[config.mk]
export PLATFORM = sky130hd
export DESIGN_NAME = lpicd_decoder
export DESIGN_NICKNAME = d
export VERILOG_FILES = /design/src/hw/lpicd_pkg.sv /design/src/hw/lpicd_blink.sv /design/src/hw/lpicd_pwr.sv /design/src/hw/lpicd_decoder.sv
export SDC_FILE = /design/constraint.sdc
export NUM_CORES = 1
export LEC_CHECK = 0
export BUFFER_PORTS_ARGS = -buffer_cell sky130_fd_sc_hd__clkbuf_2
export CELL_PAD_IN_SITES_DETAIL_PLACEMENT = 0
export CELL_PAD_IN_SITES_GLOBAL_PLACEMENT = 1
export CORE_MARGIN = 3
export CORE_UTILIZATION = 47
export DETAILED_ROUTE_END_ITERATION = 10
export PLACE_DENSITY = 0.78
export SYNTH_ARGS = -nofsm -noshare
export SYNTH_HDL_FRONTEND = slang
export SYNTH_HIERARCHICAL = 1
export SYNTH_SLANG_ARGS = --single-unit
[constraint.sdc]
create_clock -name clk_i -period 2.4 [get_ports clk_i]
set_clock_uncertainty 0.1 [all_clocks]
set_input_delay 0.24 -clock clk_i [delete_from_list [all_inputs] [get_ports clk_i]]
set_output_delay 0.24 -clock clk_i [all_outputs]
set_load 0.03 [all_outputs]
[src/hw/lpicd_pkg.sv]
package lpicd_pkg;

  // ************************************************************
  // Command codes and masks
  // ************************************************************
  localparam logic [7:0] LPICD_RATIO_MASK = 8'hF8;
  localparam logic [7:0] LPICD_RATIO_CODE = 8'h20;
  localparam logic [7:0] LPICD_BRIGHT_MODE = 8'h81;
  localparam logic [7:0] LPICD_IND_MASK = 8'hFE;
  localparam logic [7:0] LPICD_IND_CODE = 8'hAC;
  localparam logic [7:0] LPICD_DISP_MASK = 8'hFE;
  localparam logic [7:0] LPICD_DISP_CODE = 8'hAE;
  localparam logic [7:0] LPICD_ALLON_MASK = 8'hFE;
  localparam logic [7:0] LPICD_ALLON_CODE = 8'hA4;
  localparam logic [7:0] LPICD_RESET_CMD = 8'hE2;
  localparam logic [7:0] LPICD_NOP_CMD = 8'hE3;

  // ************************************************************
  // Field positions
  // ************************************************************
  localparam int LPICD_BRIGHT_MSB = 5;
  localparam int LPICD_RATIO_MSB = 2;
  localparam int LPICD_BLINK_MSB = 1;

  // ************************************************************
  // Reset values
  // ************************************************************
  localparam logic [2:0] LPICD_RATIO_RST = 3'h0;
  localparam logic [5:0] LPICD_BRIGHT_RST = 6'h20;
  localparam logic [1:0] LPICD_BLINK_RST = 2'h0;

  // ************************************************************
  // Blink timing at 125 MHz
  // ************************************************************
  localparam int LPICD_CLK_MHZ = 125;
  localparam int LPICD_SLOW_MS = 1000;
  localparam int LPICD_FAST_MS = 500;
  localparam int LPICD_SLOW_CYC = LPICD_SLOW_MS * 1000 * LPICD_CLK_MHZ;
  localparam int LPICD_FAST_CYC = LPICD_FAST_MS * 1000 * LPICD_CLK_MHZ;

  // Decoder modes
  typedef enum logic [1:0] {
    LPICD_NORMAL,
    LPICD_BRIGHT_WAIT,
    LPICD_IND_WAIT
  } lpicd_mode_t;

  // Power state
  typedef enum logic [1:0] {
    LPICD_ACTIVE,
    LPICD_SLEEP,
    LPICD_STANDBY
  } lpicd_pwr_t;

  // Host write port
  typedef struct packed {
    logic wr;
    logic cmd_data_sel;
    logic [7:0] data;
  } lpicd_wr_t;

endpackage

[src/hw/lpicd_blink.sv]
`timescale 1ns/100ps
`default_nettype none
// Free-running half-period toggler for indicator blinking
module lpicd_blink
  import lpicd_pkg::*;
#(
  parameter int HALF_CYC = 4
) (
  input wire logic clk_i,
  input wire logic reset_n_i,
  input wire logic run_i,
  output logic phase_o
);

  logic [31:0] cnt_q, cnt_d; // Cycle counter
  logic ph_q, ph_d; // Blink phase

  // ************************************************************
  // Next state
  // ************************************************************
  always_comb begin
    cnt_d = cnt_q;
    ph_d = ph_q;
    if (!run_i) begin
      // Oscillator stopped: freeze
      cnt_d = cnt_q;
    end else if (cnt_q >= 32'(HALF_CYC - 1)) begin
      cnt_d = 32'h0;
      ph_d = ~ph_q;
    end else begin
      cnt_d = cnt_q + 32'h1;
    end
  end

  // Registers
  always_ff @(posedge clk_i) begin
    if (!reset_n_i) begin
      cnt_q <= 32'h0;
      ph_q <= 1'b0;
    end else begin
      cnt_q <= cnt_d;
      ph_q <= ph_d;
    end
  end

  assign phase_o = ph_q;

endmodule // lpicd_blink
`default_nettype wire

[src/hw/lpicd_pwr.sv]
`timescale 1ns/100ps
`default_nettype none
// Power-save state holder
module lpicd_pwr
  import lpicd_pkg::*;
(
  input wire logic clk_i,
  input wire logic reset_n_i,
  input wire logic enter_i,
  input wire logic leave_i,
  input wire logic ind_on_i,
  input wire logic int_reset_i,
  output lpicd_pwr_t state_o
);

  lpicd_pwr_t st_q, st_d; // Power state

  // ************************************************************
  // Power transitions
  // ************************************************************
  always_comb begin
    st_d = st_q;
    case (st_q)
      LPICD_ACTIVE: begin
        if (enter_i) begin
          st_d = ind_on_i ? LPICD_STANDBY : LPICD_SLEEP;
        end
      end
      LPICD_STANDBY: begin
        if (leave_i) begin
          st_d = LPICD_ACTIVE;
        end else if (int_reset_i) begin
          st_d = LPICD_SLEEP;
        end
      end
      LPICD_SLEEP: begin
        if (leave_i) begin
          st_d = LPICD_ACTIVE;
        end
      end
      default: st_d = LPICD_ACTIVE;
    endcase
  end

  // Registers
  always_ff @(posedge clk_i) begin
    if (!reset_n_i) begin
      st_q <= LPICD_ACTIVE;
    end else begin
      st_q <= st_d;
    end
  end

  assign state_o = st_q;

endmodule // lpicd_pwr
`default_nettype wire

[src/hw/lpicd_decoder.sv]
`timescale 1ns/100ps
`default_nettype none
module lpicd_decoder
  import lpicd_pkg::*;
#(
  parameter int SLOW_HALF = LPICD_SLOW_CYC / 2,
  parameter int FAST_HALF = LPICD_FAST_CYC / 2
) (
  input wire logic clk_i,
  input wire logic reset_n_i,
  input wire lpicd_wr_t host_i,
  output logic [2:0] regulator_divider_ratio_o,
  output logic [5:0] brightness_level_o,
  output logic [1:0] indicator_blink_state_o,
  output logic indicator_on_o,
  output logic indicator_drive_output_o,
  output logic display_blank_output_o,
  output logic osc_run_o,
  output logic volt_gen_run_o,
  output logic duty_drive_run_o,
  output logic seg_com_at_supply_o,
  output logic sleep_o,
  output logic standby_o
);

  // ************************************************************
  // State
  // ************************************************************
  lpicd_mode_t mode_q, mode_d; // Two-byte command tracking
  logic [2:0] ratio_q, ratio_d; // Regulator ratio
  logic [5:0] bright_q, bright_d; // Brightness level
  logic [1:0] blink_q, blink_d; // Indicator blink state
  logic ind_on_q, ind_on_d; // Indicator on flag
  logic disp_on_q, disp_on_d; // Display on flag (blocks power save entry when set)
  logic all_on_q, all_on_d; // All-points-on flag (display on leaves save when set)
  logic cmd_stb; // Command byte strobe
  logic enter_save; // Power save entry
  logic leave_save; // Power save exit
  logic int_reset; // Internal reset command
  logic slow_ph; // 1 s blink phase
  logic fast_ph; // 0.5 s blink phase
  logic ind_drv; // Indicator drive level
  lpicd_pwr_t pwr; // Power state
  logic [7:0] d; // Command byte

  assign d = host_i.data;
  // Only writes with select low are commands
  assign cmd_stb = host_i.wr && !host_i.cmd_data_sel;

  // ************************************************************
  // Command decode
  // ************************************************************
  always_comb begin
    mode_d = mode_q;
    ratio_d = ratio_q;
    bright_d = bright_q;
    blink_d = blink_q;
    ind_on_d = ind_on_q;
    disp_on_d = disp_on_q;
    all_on_d = all_on_q;
    enter_save = 1'b0;
    leave_save = 1'b0;
    int_reset = 1'b0;
    if (cmd_stb) begin
      case (mode_q)
        LPICD_BRIGHT_WAIT: begin
          // Any byte here is data, never a command
          bright_d = d[LPICD_BRIGHT_MSB:0];
          mode_d = LPICD_NORMAL;
        end
        LPICD_IND_WAIT: begin
          blink_d = d[LPICD_BLINK_MSB:0];
          mode_d = LPICD_NORMAL;
        end
        LPICD_NORMAL: begin
          if ((d & LPICD_RATIO_MASK) == LPICD_RATIO_CODE) begin
            ratio_d = d[LPICD_RATIO_MSB:0];
          end else if (d == LPICD_BRIGHT_MODE) begin
            mode_d = LPICD_BRIGHT_WAIT;
          end else if ((d & LPICD_IND_MASK) == LPICD_IND_CODE) begin
            ind_on_d = d[0];
            // Off is single byte, no wait state
            mode_d = d[0] ? LPICD_IND_WAIT : LPICD_NORMAL;
          end else if ((d & LPICD_DISP_MASK) == LPICD_DISP_CODE) begin
            disp_on_d = d[0];
            if (d[0] && all_on_q) begin
              leave_save = 1'b1;
            end
          end else if ((d & LPICD_ALLON_MASK) == LPICD_ALLON_CODE) begin
            all_on_d = d[0];
            if (d[0] && !disp_on_q) begin
              enter_save = 1'b1;
            end else if (!d[0]) begin
              leave_save = 1'b1;
            end
          end else if (d == LPICD_RESET_CMD) begin
            // Internal reset leaves our registers alone
            int_reset = 1'b1;
          end else if (d == LPICD_NOP_CMD) begin
            mode_d = mode_q;
          end
        end
        default: mode_d = LPICD_NORMAL;
      endcase
    end
  end

  // Registers; save never clears them, so modes survive
  always_ff @(posedge clk_i) begin
    if (!reset_n_i) begin
      mode_q <= LPICD_NORMAL;
      ratio_q <= LPICD_RATIO_RST;
      bright_q <= LPICD_BRIGHT_RST;
      blink_q <= LPICD_BLINK_RST;
      ind_on_q <= 1'b0;
      disp_on_q <= 1'b0;
      all_on_q <= 1'b0;
    end else begin
      mode_q <= mode_d;
      ratio_q <= ratio_d;
      bright_q <= bright_d;
      blink_q <= blink_d;
      ind_on_q <= ind_on_d;
      disp_on_q <= disp_on_d;
      all_on_q <= all_on_d;
    end
  end

  // ************************************************************
  // Power save
  // ************************************************************
  lpicd_pwr u_pwr (
    .clk_i(clk_i),
    .reset_n_i(reset_n_i),
    .enter_i(enter_save),
    .leave_i(leave_save),
    .ind_on_i(ind_on_q),
    .int_reset_i(int_reset),
    .state_o(pwr)
  );

  // ************************************************************
  // Blink generators; stop with the oscillator in sleep
  // ************************************************************
  lpicd_blink #(.HALF_CYC(SLOW_HALF)) u_slow (
    .clk_i(clk_i),
    .reset_n_i(reset_n_i),
    .run_i(pwr != LPICD_SLEEP),
    .phase_o(slow_ph)
  );

  lpicd_blink #(.HALF_CYC(FAST_HALF)) u_fast (
    .clk_i(clk_i),
    .reset_n_i(reset_n_i),
    .run_i(pwr != LPICD_SLEEP),
    .phase_o(fast_ph)
  );

  // Indicator level from blink code
  always_comb begin
    case (blink_q)
      2'h1: ind_drv = slow_ph;
      2'h2: ind_drv = fast_ph;
      2'h3: ind_drv = 1'b1;
      default: ind_drv = 1'b0;
    endcase
    if (!ind_on_q || pwr == LPICD_SLEEP) begin
      ind_drv = 1'b0;
    end
  end

  // ************************************************************
  // Registered outputs
  // ************************************************************
  always_ff @(posedge clk_i) begin
    if (!reset_n_i) begin
      regulator_divider_ratio_o <= LPICD_RATIO_RST;
      brightness_level_o <= LPICD_BRIGHT_RST;
      indicator_blink_state_o <= LPICD_BLINK_RST;
      indicator_on_o <= 1'b0;
      indicator_drive_output_o <= 1'b0;
      display_blank_output_o <= 1'b1;
      osc_run_o <= 1'b1;
      volt_gen_run_o <= 1'b1;
      duty_drive_run_o <= 1'b1;
      seg_com_at_supply_o <= 1'b0;
      sleep_o <= 1'b0;
      standby_o <= 1'b0;
    end else begin
      regulator_divider_ratio_o <= ratio_q;
      brightness_level_o <= bright_q;
      indicator_blink_state_o <= blink_q;
      indicator_on_o <= ind_on_q;
      indicator_drive_output_o <= ind_drv;
      display_blank_output_o <= (pwr == LPICD_ACTIVE);
      osc_run_o <= (pwr != LPICD_SLEEP);
      volt_gen_run_o <= (pwr == LPICD_ACTIVE);
      duty_drive_run_o <= (pwr == LPICD_ACTIVE);
      seg_com_at_supply_o <= (pwr != LPICD_ACTIVE);
      sleep_o <= (pwr == LPICD_SLEEP);
      standby_o <= (pwr == LPICD_STANDBY);
    end
  end

endmodule // lpicd_decoder
`default_nettype wire

After elaboration in Yosys (flattened, before gate mapping)
Index checks and enable logic that the tools add are counted.

cells by class
  muxes and demuxes = 40
  order comparisons = 2
  $add $sub $neg = 2
  reductions and logical operators = 21
  eq/ne operators = 19
  bitwise operators = 7

operators with widths
  cell                   count
  $add 32x1->32 const B  2
  $mux 32                2
  $ge 32x25->1 const B   1
  $ge 32x26->1 const B   1
  $mux 1                 26
  $eq 7x7->1 const B     3
  $mux 2                 10
  $eq 8x8->1 const B     2
  $reduce_and 3->1       3
  $eq 2x2->1 const B     4
  $reduce_and 2->1       4
  $not 1->1              7
  $reduce_and 7->1       1
  $eq 2x1->1 const B     3
  $ne 2x2->1 const B     3
  $ne 3x3->1 const B     2
  $pmux 2 s3             1
  $reduce_and 6->1       1
  $eq 5x3->1 const B     1
  $reduce_and 5->1       1
  $logic_not 2->1        2
  $logic_and 1x1->1      3
  $logic_not 1->1        3
  $pmux 1 s3             1
  other kinds (4)        4

storage, ports and cells
  bits of input ports = 12
  output and inout bits = 20
  flip-flop bits (word level) = 102

Logic depth before layout (Yosys ltp)
  depth after elaboration = 12
  mapped depth = 8
  mapped depth without buffers = 7

By module
The synthesis kept the hierarchy.

modules (own cells, without submodules)
  module                cells an instance  times used  area each (µm²)  sequential area each (µm²)
  lpicd_blink (u_fast)  181                1           1,630.3          660.6
  lpicd_blink (u_slow)  179                1           1,607.8          660.6
  lpicd_decoder         127                1           1,346.3          680.7
  lpicd_pwr             10                 1           102.6            40.0

Worst setup path after synthesis
OpenSTA, ideal clock, no wires.

  kind = register to register
  start = register u_pwr.st_q[0] (netlist: u_pwr/state_o[0])
  end = register u_slow.cnt_q[29]
  stages on the path, launching flop included = 9
  clock period less this slack = 2.033 ns
  setup slack = 0.367 ns
  arrival time = 1.818 ns
  cells stage by stage = dfxtp_1 > nor2b_1 > inv_1 > clkbuf_8 > nand4_2 > nor4_4 > nor4b_1 > xnor2_1 > nor2_1

between the ends
  longest elaborated chain between the ends = 1

ends and longest elaborated chain
  item                    line                  text
  from (decl)             lpicd_pwr.sv:16       lpicd_pwr_t st_q, st_d;
  from (signal assigned)  lpicd_pwr.sv:50       st_q <= st_d;
  $ne 2x1->1              lpicd_decoder.sv:148  .run_i(pwr != LPICD_SLEEP),
  to (signal assigned)    lpicd_blink.sv:41     cnt_q <= cnt_d;
  to (decl)               lpicd_blink.sv:15     logic [31:0] cnt_q, cnt_d;

Every way passes these cells.
A chain may end at the register's enable or synchronous reset.

Worst setup path in the final report
  start = register u_pwr.st_q[1] (netlist: u_pwr/state_o[1])
  end = register u_fast.cnt_q[30]

between the ends
  longest elaborated chain between the ends = 1

ends and longest elaborated chain
  item                  line                  text
  $ne 2x1->1            lpicd_decoder.sv:155  .run_i(pwr != LPICD_SLEEP),
  to (signal assigned)  lpicd_blink.sv:41
  to (decl)             lpicd_blink.sv:15

Every way passes these cells.

==> flow_summary.yaml <==
logic_synthesis:
  synth_flop_cell: "dfxtp_1"
  ys_ff_latch: 102
  yosysUniqueCellTypes: 71
  synth-edff-count: 0
  synthCells: 497
  synth_top_family_by_area: "simple AND/OR/NAND/NOR gates"
  syn_nets: 511
  synth_compound_area_frac: 0.0590
  synthArstFlopShare: 0
  synthAdderAreaFrac: 0.00534
  synth_area_um2: 4690
  ys_seq_area_frac: 0.436
  ys_warn_count: 6
  yosys.area_share.simple: 0.328
  synth-xor-area-share: 0.108
  synthMuxAreaShare: 0.0299
  syn_avg_cell_area_um2: 9.43
cells_and_area:
  final_util: 0.546
  final_nets: 546
  mostFrequentLayoutCells: "dfxtp_1, nor2_1, xor2_1"
  syn_to_final_growth_pct: 10.2
  final_cells: 666
  antenna_cells: 0
  final_common_cell: "dfxtp_1"
  fillers: 912
  drive_gt1_frac: 0.171
die:
  num_io_pins: 32
  die_h_um: 106
  die_area_um2: 11200
  fp.dieW_um: 106
  rows: 35
  core_um2: 9460
  initial_core_util: 0.496
place:
  dp_slack_ps: 233
  gp_congestion: 0.782
  hpwl_um: 6210
  dpl.cell_count: 650
  port_buffers: 31
worst_setup_path:
  cp.arrival_ps: 2320
  cp_max_fo: 10
  worstRegToRegCells: 8
  crit_path_end: "u_fast/cnt_q[30]"
  reg2reg_from: "u_pwr/state_o[1]"
  reg2reg_to: "u_fast/cnt_q[30]"
  path_cells: "nor2b_1, inv_1, buf_4, nand4_2, nor4_4, nand4_1, xor2_1, nor2_1"
  critPathSlowestCell: "nor4_4"
  end_kind: "flop"
  critPathMaxStageDelay_ps: 530
  worstPathRequired_ps: 2550
  startpoint: "u_pwr/state_o[1]"
  worstSetupPathType: "reg -> reg"
  r2r_slack_ps: 230
  worstSetupStartpointType: "flop"
clock_tree:
  clkLatencyLatePin_ps: 370
  clockRootBuffer: "clkbuf_8"
  htree_levels: 3
  cts_tree: "yes"
  post_cts_resize_count: 0
  cts.sinks: 102
  clockBufferDepth: 2
  clk_pin_slew_ps: 100
  cts_setup_buffers: 0
  numCtsBuffers: 9
  ctsHoldBuffers: 0
timing:
  maxSlewViolCount: 0
  rsz0062_at_grt: "false"
  finalWorstSetupSlack_ps: 226
  tightest_slew_ps: 634
  fmax_mhz: 460
  tns_ps: 0
  hold_viol: 0
  slew_headroom: 0.575
  setup_violations: 0
  min_period_ps: 2170
  fin_crit_sh: 0.906
drt:
  drtPass1Iterations: 4
  drc_errors: 0
  drtAntennaViolNets: 0
  drt_iter0_drc: 134
  wl_per_cell_um: 13.3
  wl_um: 8830
  vias: 3472
  viasPerCell: 5.21
status:
  status: "finished clean"
global_route:
  antenna_found_initial: 0
  grt_pass1_wl_um: 15400
  grt_max_degree: 32
  grt_usage: 0.167
  grt.overflow.total: 0
  grt_pass1_vias: 3310
power:
  p_total_mw: 2.96
  power.leakage_nw: 1.98
  p_per_area_nw_per_um2: 573
  ir_drop_mv: 0.343
hold_path:
  hp-class: "in -> reg"
flow_run:
  cap_violations: 0
==> state kept, by name, indices dropped and copies added, names as in the netlist, 2 cells and up <==
register,cells
mode_q,2
u_slow/cnt_q,32
bright_q,6
ratio_q,3
brightness_level_o,6
indicator_blink_state_o,2
u_fast/cnt_q,32
blink_q,2
u_pwr/state_o,2
regulator_divider_ratio_o,3
==> how the worst min path moves through the flow <==
stage                      from                            to  slack, ps  depth (start not counted)
floorplan             reset_n_i         brightness_level_o[5]        210                          1
global placement    bright_q[5]         brightness_level_o[5]        320                          1
detailed placement   ratio_q[2]  regulator_divider_ratio_o[2]        340                          1
CTS                   host_i[5]                   bright_q[5]         40                          3
global route          host_i[5]                   bright_q[5]         50                          3
finish                host_i[5]                   bright_q[5]         60                          3
==> per-stage QoR <==
step	hold WS, ps	instance area [um^2]
5_1_grt	47.2	5170
2_1_floorplan	213	4690
6_report	57.7	5170
3_5_place_dp	343	4950
4_1_cts	37.1	5170
3_3_place_gp	323	4950
==> cells in the mapped netlist (all sizes together), types with 3 or more instances <==
cell type	count	area, um^2
dfxtp	102	2040
nor2	77	302
xor2	39	342
nand2	33	124
nand3	31	173
nand4	22	165
xnor2	19	166
and2	15	93.8
and3	15	98.9
nor2b	15	93.8
mux2i	14	140
buf	13	109
nor3	9	45.0
nor4	8	108
nor4b	6	73.8
and4	5	46.3
clkbuf	5	28.8
inv	5	18.8
nand3b	5	37.5
nor3b	5	42.5
a21oi	4	20.0
o21ai	4	23.8
a211oi	3	22.5
a31oi	3	18.8
nand2b	3	26.3
o21a	3	22.5
==> critical path, delay by kind of cell (launching register included) <==
kind | cells | cell delay (ps)
and+or+nand+nor | 5 | 1020
DFF | 1 | 450
buffers and inverters | 2 | 300
xor gates and xnor gates | 1 | 160
==> report_power, final <==
| group | leakage, nW | internal, mW | total, mW | switching (mW) |
|---|---|---|---|---|
| Sequential | 0.823 | 1.70 | 1.71 | 0.0119 |
| Clock | 0.113 | 0.572 | 1.15 | 0.583 |
| Combinational | 1.04 | 0.0348 | 0.0946 | 0.0598 |
==> per-layer routing <==
layer  GRT usage  vias to the layer above  part of all wire
met4      0.0444                        0             0.011
met2       0.271                       46              0.45
li1            -                     1799                 -
met5           0                        -                 0
met1       0.220                     1618              0.50
met3      0.0478                        9             0.038
==> kinds of logic after synthesis <==
logic type,Yosys count
XOR/XNOR,58
AO/OA/AOI/OAI,36
adder cells (fa/ha/maj),2
flip-flops,102
AND/OR/NAND/NOR,262
buffers and inverters,23
multiplexers,14
==> final cells by class <==
class | instances | area, um^2 | share of cell area
Clock buffer | 12 | 165 | 0.0320
Sequential cell | 102 | 2040 | 0.395
Timing Repair Buffer | 42 | 238 | 0.0460
Tap cell | 129 | 161 | 0.0312
Inverter | 5 | 18.8 | 0.00363
Clock inverter | 4 | 52.6 | 0.0102
Multi-Input combinational cell | 372 | 2490 | 0.482
No activity file was read; power rests on OpenSTA's default activity.
